### src/dacq_pkg.sv
// Package of offsets, field positions, reset values and timing for the acquisition card logic.
package dacq_pkg;

    // Register offsets within the eight-byte window.
    localparam logic [2:0] OFS_RESULT_LOW  = 3'h0;
    localparam logic [2:0] OFS_RESULT_HIGH = 3'h1;
    localparam logic [2:0] OFS_DAC1_LOW    = 3'h2;
    localparam logic [2:0] OFS_DAC1_HIGH   = 3'h3;
    localparam logic [2:0] OFS_UPDATE      = 3'h4;
    localparam logic [2:0] OFS_CONTROL     = 3'h5;
    localparam logic [2:0] OFS_DIGITAL     = 3'h7;

    // Control byte fields.
    localparam int CTL_RANGE_BIT = 4;
    localparam int CTL_BIP_BIT   = 3;
    localparam int CTL_CHAN_MSB  = 2;
    localparam int STAT_DONE_BIT = 7;

    // Reset values.
    localparam logic [7:0]  RST_BYTE   = 8'h00;
    localparam logic [11:0] RST_WORD   = 12'h000;
    localparam logic [2:0]  RST_CHAN   = 3'h0;

    // Value returned for offsets with no readable register.
    localparam logic [7:0] READ_IDLE = 8'h00;

    // Conversion time: 10 us at 250 MHz (100 kHz throughput).
    localparam int CLK_MHZ       = 250;
    localparam int CONV_TIME_NS  = 10000;
    localparam int CONV_CYCLES   = (CONV_TIME_NS * CLK_MHZ + 999) / 1000;
    localparam int CONV_CNT_W    = $clog2(CONV_CYCLES + 1);

    typedef enum logic [1:0] {
        DACQ_IDLE = 2'b00,
        DACQ_CONV = 2'b01,
        DACQ_DONE = 2'b11
    } dacq_state_e;

endpackage : dacq_pkg

### src/dacq_conv_timer.sv
// Conversion timer: counts one conversion period and restarts on every start pulse.
`timescale 1ns/10ps
module dacq_conv_timer (
    input  wire logic                        clk,
    input  wire logic                        rst_n,
    input  wire logic                        start,
    output logic                             finish
);
    import dacq_pkg::*;

    localparam logic [CONV_CNT_W-1:0] LOAD = CONV_CNT_W'(CONV_CYCLES);
    localparam logic [CONV_CNT_W-1:0] ONE  = CONV_CNT_W'(1);

    logic [CONV_CNT_W-1:0] count;
    wire                   running = (count != '0);

    // A fresh start reloads the count, so an earlier conversion is simply dropped.
    always_ff @(posedge clk or negedge rst_n) begin
        if (!rst_n) begin
            count  <= '0;
            finish <= 1'b0;
        end else begin
            finish <= running && (count == ONE) && !start;
            if (start) begin
                count <= LOAD;
            end else if (running) begin
                count <= count - ONE;
            end
        end
    end

endmodule : dacq_conv_timer

### src/dacq_card.sv
// Register-level logic of the acquisition card: converter control, output latches, digital ports.
`timescale 1ns/10ps

// Overview of operation
// Control byte write latches channel and range and starts a conversion.
// Host writes control bits 7..5 as 0,1,0.
// Bits 4 and 3 select span: 0-5, 0-10, +-5, +-10 volts.
// Bits 2..0 select one of eight input channels.
// Finished conversion drives status bit 7 to zero.
// Host waits for flag zero before reading the result bytes.
// Reading either result byte sets the completion flag back to one.
// Control write during conversion aborts it and starts a new one.
// Status bits 6..0 always read zero.
// Result is binary when unipolar, two's complement when bipolar.
// Result low register returns result bits 7..0.
// High register: bits 11..8 low, upper nibble zero or sign copy.
// Each output latch is 12 bits written as low and high bytes.
// Latch writes leave both analog outputs unchanged.
// Any write to update register loads both converters together.
// Digital input read returns current input pin levels.
// Digital output write drives the byte onto output pins.
// Eight consecutive byte offsets decoded as the port map gives.
// Seven switches weigh 200H..8H; eighth switch enables the card.
// After reset flag reads one and no conversion runs.
// Reads at unreadable offsets return a constant, no side effects.
module dacq_card (
    input  wire logic                 clk,
    input  wire logic                 rst_n,
    input  wire logic [9:0]           io_addr,
    input  wire logic                 io_rd,
    input  wire logic                 io_wr,
    input  wire logic [7:0]           io_wdata,
    output logic      [7:0]           io_rdata,
    output logic                      io_rdata_en,
    input  wire logic [6:0]           base_address_switches,
    input  wire logic                 card_enable_n,
    input  wire logic [11:0]          adc_sample,
    output logic                      adc_start,
    output logic      [2:0]           channel_select,
    output logic                      span_ten_volt_select,
    output logic                      bipolar_select,
    output logic      [11:0]          dac_zero_code,
    output logic      [11:0]          dac_one_code,
    input  wire logic [7:0]           digital_in,
    output logic      [7:0]           digital_out
);
    import dacq_pkg::*;

    // Reset release through two flops.
    logic rst_meta_n;
    logic rst_sync_n;

    always_ff @(posedge clk or negedge rst_n) begin
        if (!rst_n) begin
            rst_meta_n <= 1'b0;
            rst_sync_n <= 1'b0;
        end else begin
            rst_meta_n <= 1'b1;
            rst_sync_n <= rst_meta_n;
        end
    end

    // Address decode. Switch ON gives weight zero, so a set switch bit means OFF.
    // A disabled card answers nothing and changes nothing.
    wire       card_on   = !card_enable_n;
    wire       base_hit  = (io_addr[9:3] == base_address_switches);
    wire       selected  = card_on && base_hit;
    wire [2:0] offset    = io_addr[2:0];

    // Access strobes are taken on their rising edge so a held strobe acts once.
    logic rd_prev;
    logic wr_prev;
    wire  rd_go = io_rd && !rd_prev && selected;
    wire  wr_go = io_wr && !wr_prev && selected;

    wire wr_control   = wr_go && (offset == OFS_CONTROL);
    wire wr_dac0_low  = wr_go && (offset == OFS_RESULT_LOW);
    wire wr_dac0_high = wr_go && (offset == OFS_RESULT_HIGH);
    wire wr_dac1_low  = wr_go && (offset == OFS_DAC1_LOW);
    wire wr_dac1_high = wr_go && (offset == OFS_DAC1_HIGH);
    wire wr_update    = wr_go && (offset == OFS_UPDATE);
    wire wr_digital   = wr_go && (offset == OFS_DIGITAL);
    wire rd_result    = rd_go && ((offset == OFS_RESULT_LOW) ||
                                  (offset == OFS_RESULT_HIGH));

    // Control state.
    logic [2:0]  chan_q;
    logic        range_q;
    logic        bip_q;
    logic [11:0] result;
    logic        done_n;
    logic [7:0]  dac0_low;
    logic [3:0]  dac0_high;
    logic [7:0]  dac1_low;
    logic [3:0]  dac1_high;
    dacq_state_e state;
    dacq_state_e next_state;
    logic        conv_finish;

    dacq_conv_timer u_timer (
        .clk    (clk),
        .rst_n  (rst_sync_n),
        .start  (wr_control),
        .finish (conv_finish)
    );

    // Conversion sequence. A new control write always restarts it.
    always_comb begin
        next_state = state;
        case (state)
            DACQ_IDLE: begin
                if (wr_control) begin
                    next_state = DACQ_CONV;
                end
            end
            DACQ_CONV: begin
                if (wr_control) begin
                    next_state = DACQ_CONV;
                end else if (conv_finish) begin
                    next_state = DACQ_DONE;
                end
            end
            DACQ_DONE: begin
                if (wr_control) begin
                    next_state = DACQ_CONV;
                end else if (rd_result) begin
                    next_state = DACQ_IDLE;
                end
            end
            default: next_state = DACQ_IDLE;
        endcase
    end

    wire sample_now = (state == DACQ_CONV) && conv_finish && !wr_control;

    always_ff @(posedge clk or negedge rst_sync_n) begin
        if (!rst_sync_n) begin
            state   <= DACQ_IDLE;
            rd_prev <= 1'b0;
            wr_prev <= 1'b0;
        end else begin
            state   <= next_state;
            rd_prev <= io_rd;
            wr_prev <= io_wr;
        end
    end

    // Completion flag: active low, set by the finish, returned high by a result read.
    // A finish coinciding with a result read wins, so a fresh sample is not hidden.
    always_ff @(posedge clk or negedge rst_sync_n) begin
        if (!rst_sync_n) begin
            done_n <= 1'b1;
        end else if (sample_now) begin
            done_n <= 1'b0;
        end else if (rd_result || wr_control) begin
            done_n <= 1'b1;
        end
    end

    // The converter delivers binary or two's complement per the bipolar bit.
    always_ff @(posedge clk or negedge rst_sync_n) begin
        if (!rst_sync_n) begin
            result <= RST_WORD;
        end else if (sample_now) begin
            result <= adc_sample;
        end
    end

    // Settings latched on every control write; bits 7..5 are assumed correct.
    always_ff @(posedge clk or negedge rst_sync_n) begin
        if (!rst_sync_n) begin
            chan_q  <= RST_CHAN;
            range_q <= 1'b0;
            bip_q   <= 1'b0;
        end else if (wr_control) begin
            chan_q  <= io_wdata[CTL_CHAN_MSB:0];
            range_q <= io_wdata[CTL_RANGE_BIT];
            bip_q   <= io_wdata[CTL_BIP_BIT];
        end
    end

    // Converter-side outputs.
    always_ff @(posedge clk or negedge rst_sync_n) begin
        if (!rst_sync_n) begin
            adc_start            <= 1'b0;
            channel_select       <= RST_CHAN;
            span_ten_volt_select <= 1'b0;
            bipolar_select       <= 1'b0;
        end else begin
            adc_start            <= wr_control;
            channel_select       <= wr_control ? io_wdata[CTL_CHAN_MSB:0] : chan_q;
            span_ten_volt_select <= wr_control ? io_wdata[CTL_RANGE_BIT] : range_q;
            bipolar_select       <= wr_control ? io_wdata[CTL_BIP_BIT] : bip_q;
        end
    end

    // Input latches: writing them never touches the converter codes.
    always_ff @(posedge clk or negedge rst_sync_n) begin
        if (!rst_sync_n) begin
            dac0_low  <= RST_BYTE;
            dac0_high <= 4'h0;
            dac1_low  <= RST_BYTE;
            dac1_high <= 4'h0;
        end else begin
            if (wr_dac0_low) begin
                dac0_low <= io_wdata;
            end
            if (wr_dac0_high) begin
                dac0_high <= io_wdata[3:0];
            end
            if (wr_dac1_low) begin
                dac1_low <= io_wdata;
            end
            if (wr_dac1_high) begin
                dac1_high <= io_wdata[3:0];
            end
        end
    end

    // Both codes load in the same cycle; the written value itself is ignored.
    always_ff @(posedge clk or negedge rst_sync_n) begin
        if (!rst_sync_n) begin
            dac_zero_code <= RST_WORD;
            dac_one_code  <= RST_WORD;
        end else if (wr_update) begin
            dac_zero_code <= {dac0_high, dac0_low};
            dac_one_code  <= {dac1_high, dac1_low};
        end
    end

    always_ff @(posedge clk or negedge rst_sync_n) begin
        if (!rst_sync_n) begin
            digital_out <= RST_BYTE;
        end else if (wr_digital) begin
            digital_out <= io_wdata;
        end
    end

    // Read multiplexer.
    wire [3:0] high_fill   = bip_q ? {4{result[11]}} : 4'h0;
    wire [7:0] status_byte = {done_n, 7'h00};
    logic [7:0] next_rdata;
    logic       next_rdata_en;

    always_comb begin
        next_rdata    = READ_IDLE;
        next_rdata_en = 1'b0;
        if (selected && io_rd) begin
            case (offset)
                OFS_RESULT_LOW: begin
                    next_rdata    = result[7:0];
                    next_rdata_en = 1'b1;
                end
                OFS_RESULT_HIGH: begin
                    next_rdata    = {high_fill, result[11:8]};
                    next_rdata_en = 1'b1;
                end
                OFS_CONTROL: begin
                    next_rdata    = status_byte;
                    next_rdata_en = 1'b1;
                end
                OFS_DIGITAL: begin
                    next_rdata    = digital_in;
                    next_rdata_en = 1'b1;
                end
                default: begin
                    next_rdata    = READ_IDLE;
                    next_rdata_en = 1'b0;
                end
            endcase
        end
    end

    always_ff @(posedge clk or negedge rst_sync_n) begin
        if (!rst_sync_n) begin
            io_rdata    <= READ_IDLE;
            io_rdata_en <= 1'b0;
        end else begin
            io_rdata    <= next_rdata;
            io_rdata_en <= next_rdata_en;
        end
    end

endmodule : dacq_card

### config.mk
export PLATFORM = sky130hd
export DESIGN_NAME = dacq_card
export DESIGN_NICKNAME = d
export VERILOG_FILES = /design/src/dacq_pkg.sv /design/src/dacq_conv_timer.sv /design/src/dacq_card.sv
export SDC_FILE = /design/constraint.sdc
export NUM_CORES = 1
export LEC_CHECK = 0
export BUFFER_PORTS_ARGS = -buffer_cell sky130_fd_sc_hd__buf_4
export CORE_MARGIN = 5
export CORE_UTILIZATION = 49
export DETAILED_ROUTE_END_ITERATION = 7
export GPL_TIMING_DRIVEN = 0
export PLACE_DENSITY = 0.83
export SETUP_SLACK_MARGIN = 0.4
export SLEW_MARGIN = 10
export SYNTH_ARGS = -nofsm -noshare
export SYNTH_HDL_FRONTEND = slang
export SYNTH_SLANG_ARGS = --single-unit
### constraint.sdc
create_clock -name clk -period 3.2 [get_ports clk]
set_input_delay 0.64 -clock clk [delete_from_list [all_inputs] [get_ports clk]]
set_output_delay 0.64 -clock clk [all_outputs]
set_load 0.05 [all_outputs]
==> results.cfg, run 1 <==
[run_status]
status = finished, final reports clean

[layout]
layout_common_cells = dfrtp_1 (101), buf_4 (97), mux2_2 (57)
final_common_cell = dfrtp_1
nFillCells = 669
area_growth_pct = 24.9
diodes = 0
nets = 480
multiInputGateArea_um2 = 1760
final_design_area_no_fill_um2 = 5520
fin_cells = 540
drive_above_1_share_pct = 47.7
register_area_um2 = 2580

[clock_tree]
cts_tree = built
clk_path_buf_depth = 2
cts_hold_buf = 0
numCtsBuffers = 9
htreeDepth = 3
clock_latency_ns = 0.37
cts_root_buf = clkbuf_8
cts_setup_buffers = 0
cts.clk_slew.worst_paths_ns = 0.09
cts.sinks = 103
ctsResizeCount = 0

[pwr]
ir_worst_vdd_mv = 0.232
finalPower_w = 0.00246
power_density_nw_per_um2 = 445
power.leakage_nw = 2.74

[floorplanning]
design.core.area_um2 = 8760
die_h_um = 105
die-area_um2 = 11000
num_io_pins = 97
rows = 34
chipWidth_um = 105
start_util_pct = 50.4

[logic_synthesis]
synth_area_um2 = 4420
synth_area_per_cell_um2 = 13.9
synth_top_cell_area_share_pct = 57.7
synthXorXnorAreaFrac_pct = 2.38
synth_top_area_cell = dfrtp_1
synth_seq_cells = 103
synth-edff-count = 0
yosysSeqAreaShare_pct = 58.3
synthTopCellsByArea = dfrtp_1 (58%), mux2_2 (15%), mux2_4 (6.8%)
synthSimpleGateAreaFrac_pct = 11.5
synthAdderAreaFrac_pct = 0.849
ys_types = 46
synth_fp_nets = 372
synth_top_family_by_area = multiplexers
yosys_warnings = 0
async_flop_share_pct = 100
synth_compound_area_share_pct = 3.40
synthFlopType = dfrtp_1
synthMuxAreaShare_pct = 21.5
syn_inst = 319

[setup_path]
path_max_fanout = 7
max_stage_delay_ns = 0.74
cp.required_ns = 3.42
arrival_ns = 2.73
slowest_stage = nor4b_1
path_delay_family = simple AND/OR/NAND/NOR gates
crit_buf_inv = 1
worst-setup-path-type = reg2reg
crit_chain = inv_1 -> ha_1 -> nor4b_1 -> nand4_1 -> nand3b_1 -> xor2_1 -> nor2_1
start_kind = flip-flop
cp-end-kind = flip-flop

[timing]
fin_worst_skew_ns = 0.0130
post-route-period-util_pct = 78.3
drv_slew = 0
max_slew_margin_pct = 37.9
setup_tns_ns = 0
fmax_mhz = 399
worst_pin_slew_ns = 0.919
rsz0062_at_grt = no
period_needed_ns = 2.50
hold_viol = 0
worst_slack_ns = 0.696
finalSetupViolations = 0

[routing]
routed_wl_mm = 9.12
drc = 0
drt-vias-per-instance = 5.31
vias = 2867
dr.first_iter.drc_count = 180
first_pass_iters = 4
wl_per_cell_um = 16.9
antenna_left = 0

[grt]
grt_max_degree = 63
antenna_found_initial = 0
grt_pass1_vias = 3101
grt_pass1_wl_mm = 15.5
grt-ovfl-total = 0
gr-usage-all-layers_pct = 17.5

[placement]
pre_cts_ws_ns = 0.332
io_buffers = 96
hpwl_mm = 6.77
placed_cell_area_um2 = 5310
place.gp.congestion = 0.792
dpl.cell_count = 524

[job]
cap_violations = 0

[worst_hold_path]
hp-class = in2async
==> worst reg2reg max path, stage by stage, from the launching register on <==
cell	delay (ns)
dfrtp_1	0.45
inv_1	0.12
ha_1	0.18
nor4b_1	0.74
nand4_1	0.44
nand3b_1	0.23
xor2_1	0.16
nor2_1	0.06
==> layer usage <==
metal	wire length [um]	vias up	part of all wire [%]	global-route usage [%]
li1	-	1345	-	-
met1	3840	1429	42	22.4
met2	4630	86	51	28.9
met3	575	7	6.3	5.92
met4	71	0	0.78	4.11
met5	0	-	0	0
==> cells by family (layout without fill, tap and decap cells) <==
family          Yosys count  count (layout)
flops                   103             103
compound gates           21              21
other cells               1               1
simple gates             86              86
buf+inv                  15             128
mux                      78              78
fa+ha+maj                 3               3
xor+xnor                 12              12
==> worst paths after layout <==
path / endpoint / slack [ns] / start / cells past startpoint
worst min register to register: result[2] / 0.32 / rst_sync_n / 0
worst max-delay path: u_timer.count[3] / 0.70 / u_timer.count[0] / 7
min in group clk: rst_sync_n / 0.36 / rst_meta_n / 0
max in group asynchronous: done_n / 2.17 / rst_sync_n / 1
worst min-delay path: rst_sync_n / 0.04 / rst_n / 1
worst max register to register: u_timer.count[3] / 0.70 / u_timer.count[0] / 7
==> sequential cells by signal, summed over array words and instances (netlist names), 8 cells and up <==
register	flops
dac_one_code	12
u_timer.count	12
dac_zero_code	12
io_rdata	8
dac0_low	8
dac1_low	8
result	12
digital_out	8
==> final cells by class <==
class / count / share of cell area, %
inverters: 5 / 0.340
clock buffers: 9 / 2.24
multi-input cells: 201 / 31.8
repair buffers: 97 / 13.5
clock inverters: 7 / 1.65
well taps: 108 / 2.45
plain buffers: 10 / 1.22
flip-flops and latches: 103 / 46.8
==> power breakdown <==
| group | internal [W] | total [W] | switching (W) |
|---|---|---|---|
| logic | 0.000104 | 0.000218 | 0.000114 |
| clock network | 0.000379 | 0.000844 | 0.000465 |
| registers | 0.00135 | 0.00140 | 0.0000485 |
| total | 0.00183 | 0.00246 | 0.000628 |
==> metrics by stage <==
stage	utilization (%)	hold WS, ns
after CTS	63.0	0.0250
after global placement	60.2	0.336
after floorplan	-	0.331
after detailed placement	60.6	0.337
final	63.0	0.0412
after global routing	63.0	0.0136
==> cell usage after synthesis (4+ instances only) <==
cell type	count
xor2_1	8
a21oi_1	8
xnor2_1	4
mux2_2	57
a22oi_1	7
mux2_4	20
nand3_1	6
nor2_1	21
nor3_1	9
dfrtp_1	102
inv_1	5
nand2_1	16
or3_1	4
Note: power is estimated with default switching activity, not from simulation.
==> inputs of run 2 (changes only) <==
ABC_AREA = 1   (was default)
clock period = 2.21 ns   (was 3.2 ns; I/O delays follow)
==> run 2 against run 1 <==
Compared with the run above:
- via count rose by 29%
- die area rose by 0.87%
- largest cell class unchanged
- cell area rose by 0.88%
- routed wire length rose by 14%
- largest power group unchanged
- clock-buffer cell count did not move
- combinational power rose by 61%
- worst hold slack improved by 0.14 ns
==> results.cfg, run 2 <==
[run_status]
status = finished, final reports clean

[routing]
route.met3.wl_um = 575
wl_per_cell_um = 14.1
first_pass_iters = 4
drc = 0
antenna_left = 0
routed_wl_mm = 10.4
wl_met1_mm = 4.57
wl_met2_mm = 5.06
dr.first_iter.drc_count = 130
highest_layer = met4
drt-vias-per-instance = 5.01
vias = 3696

[logic_synthesis]
synthSimpleGateAreaFrac_pct = 22.5
synth_top_cell_area_share_pct = 57.2
synth_fp_nets = 568
yosys_warnings = 0
synth_area_um2 = 4460
yosysSeqAreaShare_pct = 57.8
synth_top_area_cell = dfrtp_1
synthFlopType = dfrtp_1
synthMuxAreaShare_pct = 0
synthTopCellsByArea = dfrtp_1 (57%), nand2_1 (13%), o21ai_0 (6.7%)
ys_types = 31
async_flop_share_pct = 100
synthMostInstantiatedCell = nand2_1
synth_area_per_cell_um2 = 8.67
syn_inst = 515
synth-edff-count = 0
synth_top_family_by_area = simple AND/OR/NAND/NOR gates
synthAdderAreaFrac_pct = 0.841
synthXorXnorAreaFrac_pct = 1.57
synth_top_cells_by_count = nand2_1 (159), dfrtp_1 (102), inv_1 (74), o21ai_0 (60), nor2_1 (26)
synth_seq_cells = 103
synth_compound_area_share_pct = 9.25

[timing]
hold_viol = 0
post-route-period-util_pct = 76.1
rsz0062_at_grt = no
finalSetupViolations = 0
period_needed_ns = 1.68
max_slew_margin_pct = 53.1
fmax_mhz = 594
drv_slew = 0
fin_worst_skew_ns = 0.0103
holdWs_ns = 0.185
worst_pin_slew_ns = 0.704

[clock_tree]
numCtsBuffers = 9
clock_latency_ns = 0.37
clk_path_buf_depth = 2
cts.clk_slew.worst_paths_ns = 0.10
cts_root_buf = clkbuf_8
htreeDepth = 3
cts.sinks = 103
cts_setup_buffers = 0
cts_tree = built

[pwr]
power_density_nw_per_um2 = 646
ir_worst_vdd_mv = 0.382
power.leakage_nw = 2.91

[placement]
placed_cell_area_um2 = 5350
hpwl_mm = 7.73
io_buffers = 96
place.gp.congestion = 0.833
dpl.cell_count = 720

[grt]
grt_pass1_vias = 3688
grt-ovfl-total = 0
grt_pass1_wl_mm = 17.2
gr-usage-all-layers_pct = 19.0
grt_max_degree = 55
antenna_found_initial = 0

[layout]
layout_common_cells = nand2_1 (159), dfrtp_1 (101), buf_4 (97)
fin_cells = 737
diodes = 0
final_design_area_no_fill_um2 = 5570
final_util_pct = 63.3
drive_above_1_share_pct = 21.6
nets = 677
final_common_cell = nand2_1
area_growth_pct = 24.8
nFillCells = 733

[floorplanning]
die-area_um2 = 11100
rows = 34
num_io_pins = 97
die_h_um = 105
chipWidth_um = 105
design.core.area_um2 = 8810
start_util_pct = 50.7

[setup_path]
r2r-start = u_timer.count[0]
crit_top_cell = inv_1
worst-setup-path-type = reg2reg
max_stage_delay_ns = 0.53
crit_buf_inv = 3
slowest_stage = nor4_2
cp-end-kind = flip-flop
crit_chain = inv_1 -> ha_1 -> inv_1 -> nor4_2 -> nand2_1 -> nand3_1 -> inv_1
cp.required_ns = 2.48
r2r_slack_ns = 0.53
arrival_ns = 1.95
r2r-end = u_timer.count[10]
start_kind = flip-flop
path_max_fanout = 6
r2r.worst_path.cells = 7
path_delay_family = simple AND/OR/NAND/NOR gates

[worst_hold_path]
min_from = io_wr
holdPathStages = 1
hp-class = in2reg
whs_endpoint = wr_prev

[job]
cap_violations = 0
[run 2: cell types whose count changed in the layout (fill, tap and decap cells not counted), moves of 6 or more]
cell     previous run  this run
a21oi_1             8         2
o21ai_0             2        60
mux2_2             57         0
mux2_4             20         0
inv_1               5        74
o21ai_1             1         8
nand3_1             6        24
a22oi_1             7         0
nand2_1            16       159
a31oi_1             0         6
[run 2: worst max-delay path by stage]
stage	start	to	slack, ns	cells past startpoint
floorplan	rst_sync_n	adc_start	0.48	0
global placement	rst_sync_n	io_rdata[1]	-0.02	0
detailed placement	u_timer.count[0]	u_timer.count[9]	0.25	7
CTS	u_timer.count[0]	u_timer.count[9]	0.51	7
global route	u_timer.count[0]	u_timer.count[10]	0.41	7
finish	u_timer.count[0]	u_timer.count[10]	0.53	7
[run 2: cell type report]
| type | count | area, um2 | area share, % |
|---|---|---|---|
| multi-input cells | 325 | 1530 | 27.5 |
| flip-flops and latches | 103 | 2580 | 46.4 |
| clock buffers | 9 | 124 | 2.22 |
| inverters | 74 | 278 | 4.99 |
| plain buffers | 13 | 78.8 | 1.41 |
| repair buffers | 98 | 758 | 13.6 |
| clock inverters | 7 | 81.3 | 1.46 |
| well taps | 108 | 135 | 2.43 |
[run 2: power breakdown]
part | total (W) | switching (W) | internal, W
Clock | 0.00121 | 0.000671 | 0.000537
Combinational | 0.000350 | 0.000201 | 0.000149
Sequential | 0.00204 | 0.0000831 | 0.00196
Total | 0.00360 | 0.000955 | 0.00264
[run 2: logic make-up after synthesis]
| logic type | after synthesis |
|---|---|
| buffers and inverters | 87 |
| AOI/OAI and AO/OA | 79 |
| adders and majority gates | 3 |
| and+or+nand+nor | 234 |
| DFF | 103 |
| other | 1 |
| xor gates and xnor gates | 8 |
[run 2: routing by layer]
metal  vias up  track usage [%]
met5         -                0
met3        18             3.79
met1      1754             25.2
li1       1831                -
met4         0             6.56
met2        93             31.5
[run 2: through the flow]
step,setup TNS (ns),total power [W],setup WS [ns]
after floorplan,0,0.00227,0.483
after global placement,-1.73,0.00240,-0.0208
after detailed placement,0,0.00242,0.255
after CTS,0,0.00362,0.505
after global routing,0,0.00374,0.414
final,0,0.00360,0.528
[run 2: what timing repair did]
item                                   4_1_cts  5_1_grt
hold buffers                                 1        0
resized for setup                            1        0
endpoints found under the hold margin        2        0
setup endpoints to repair                    5        0
[run 2: worst register-to-register path: stages, from the launching register on]
cell and delay (ns):
dfrtp_1 0.45, inv_1 0.13, ha_1 0.15, inv_1 0.06
nor4_2 0.53, nand2_1 0.14, nand3_1 0.09, inv_1 0.04
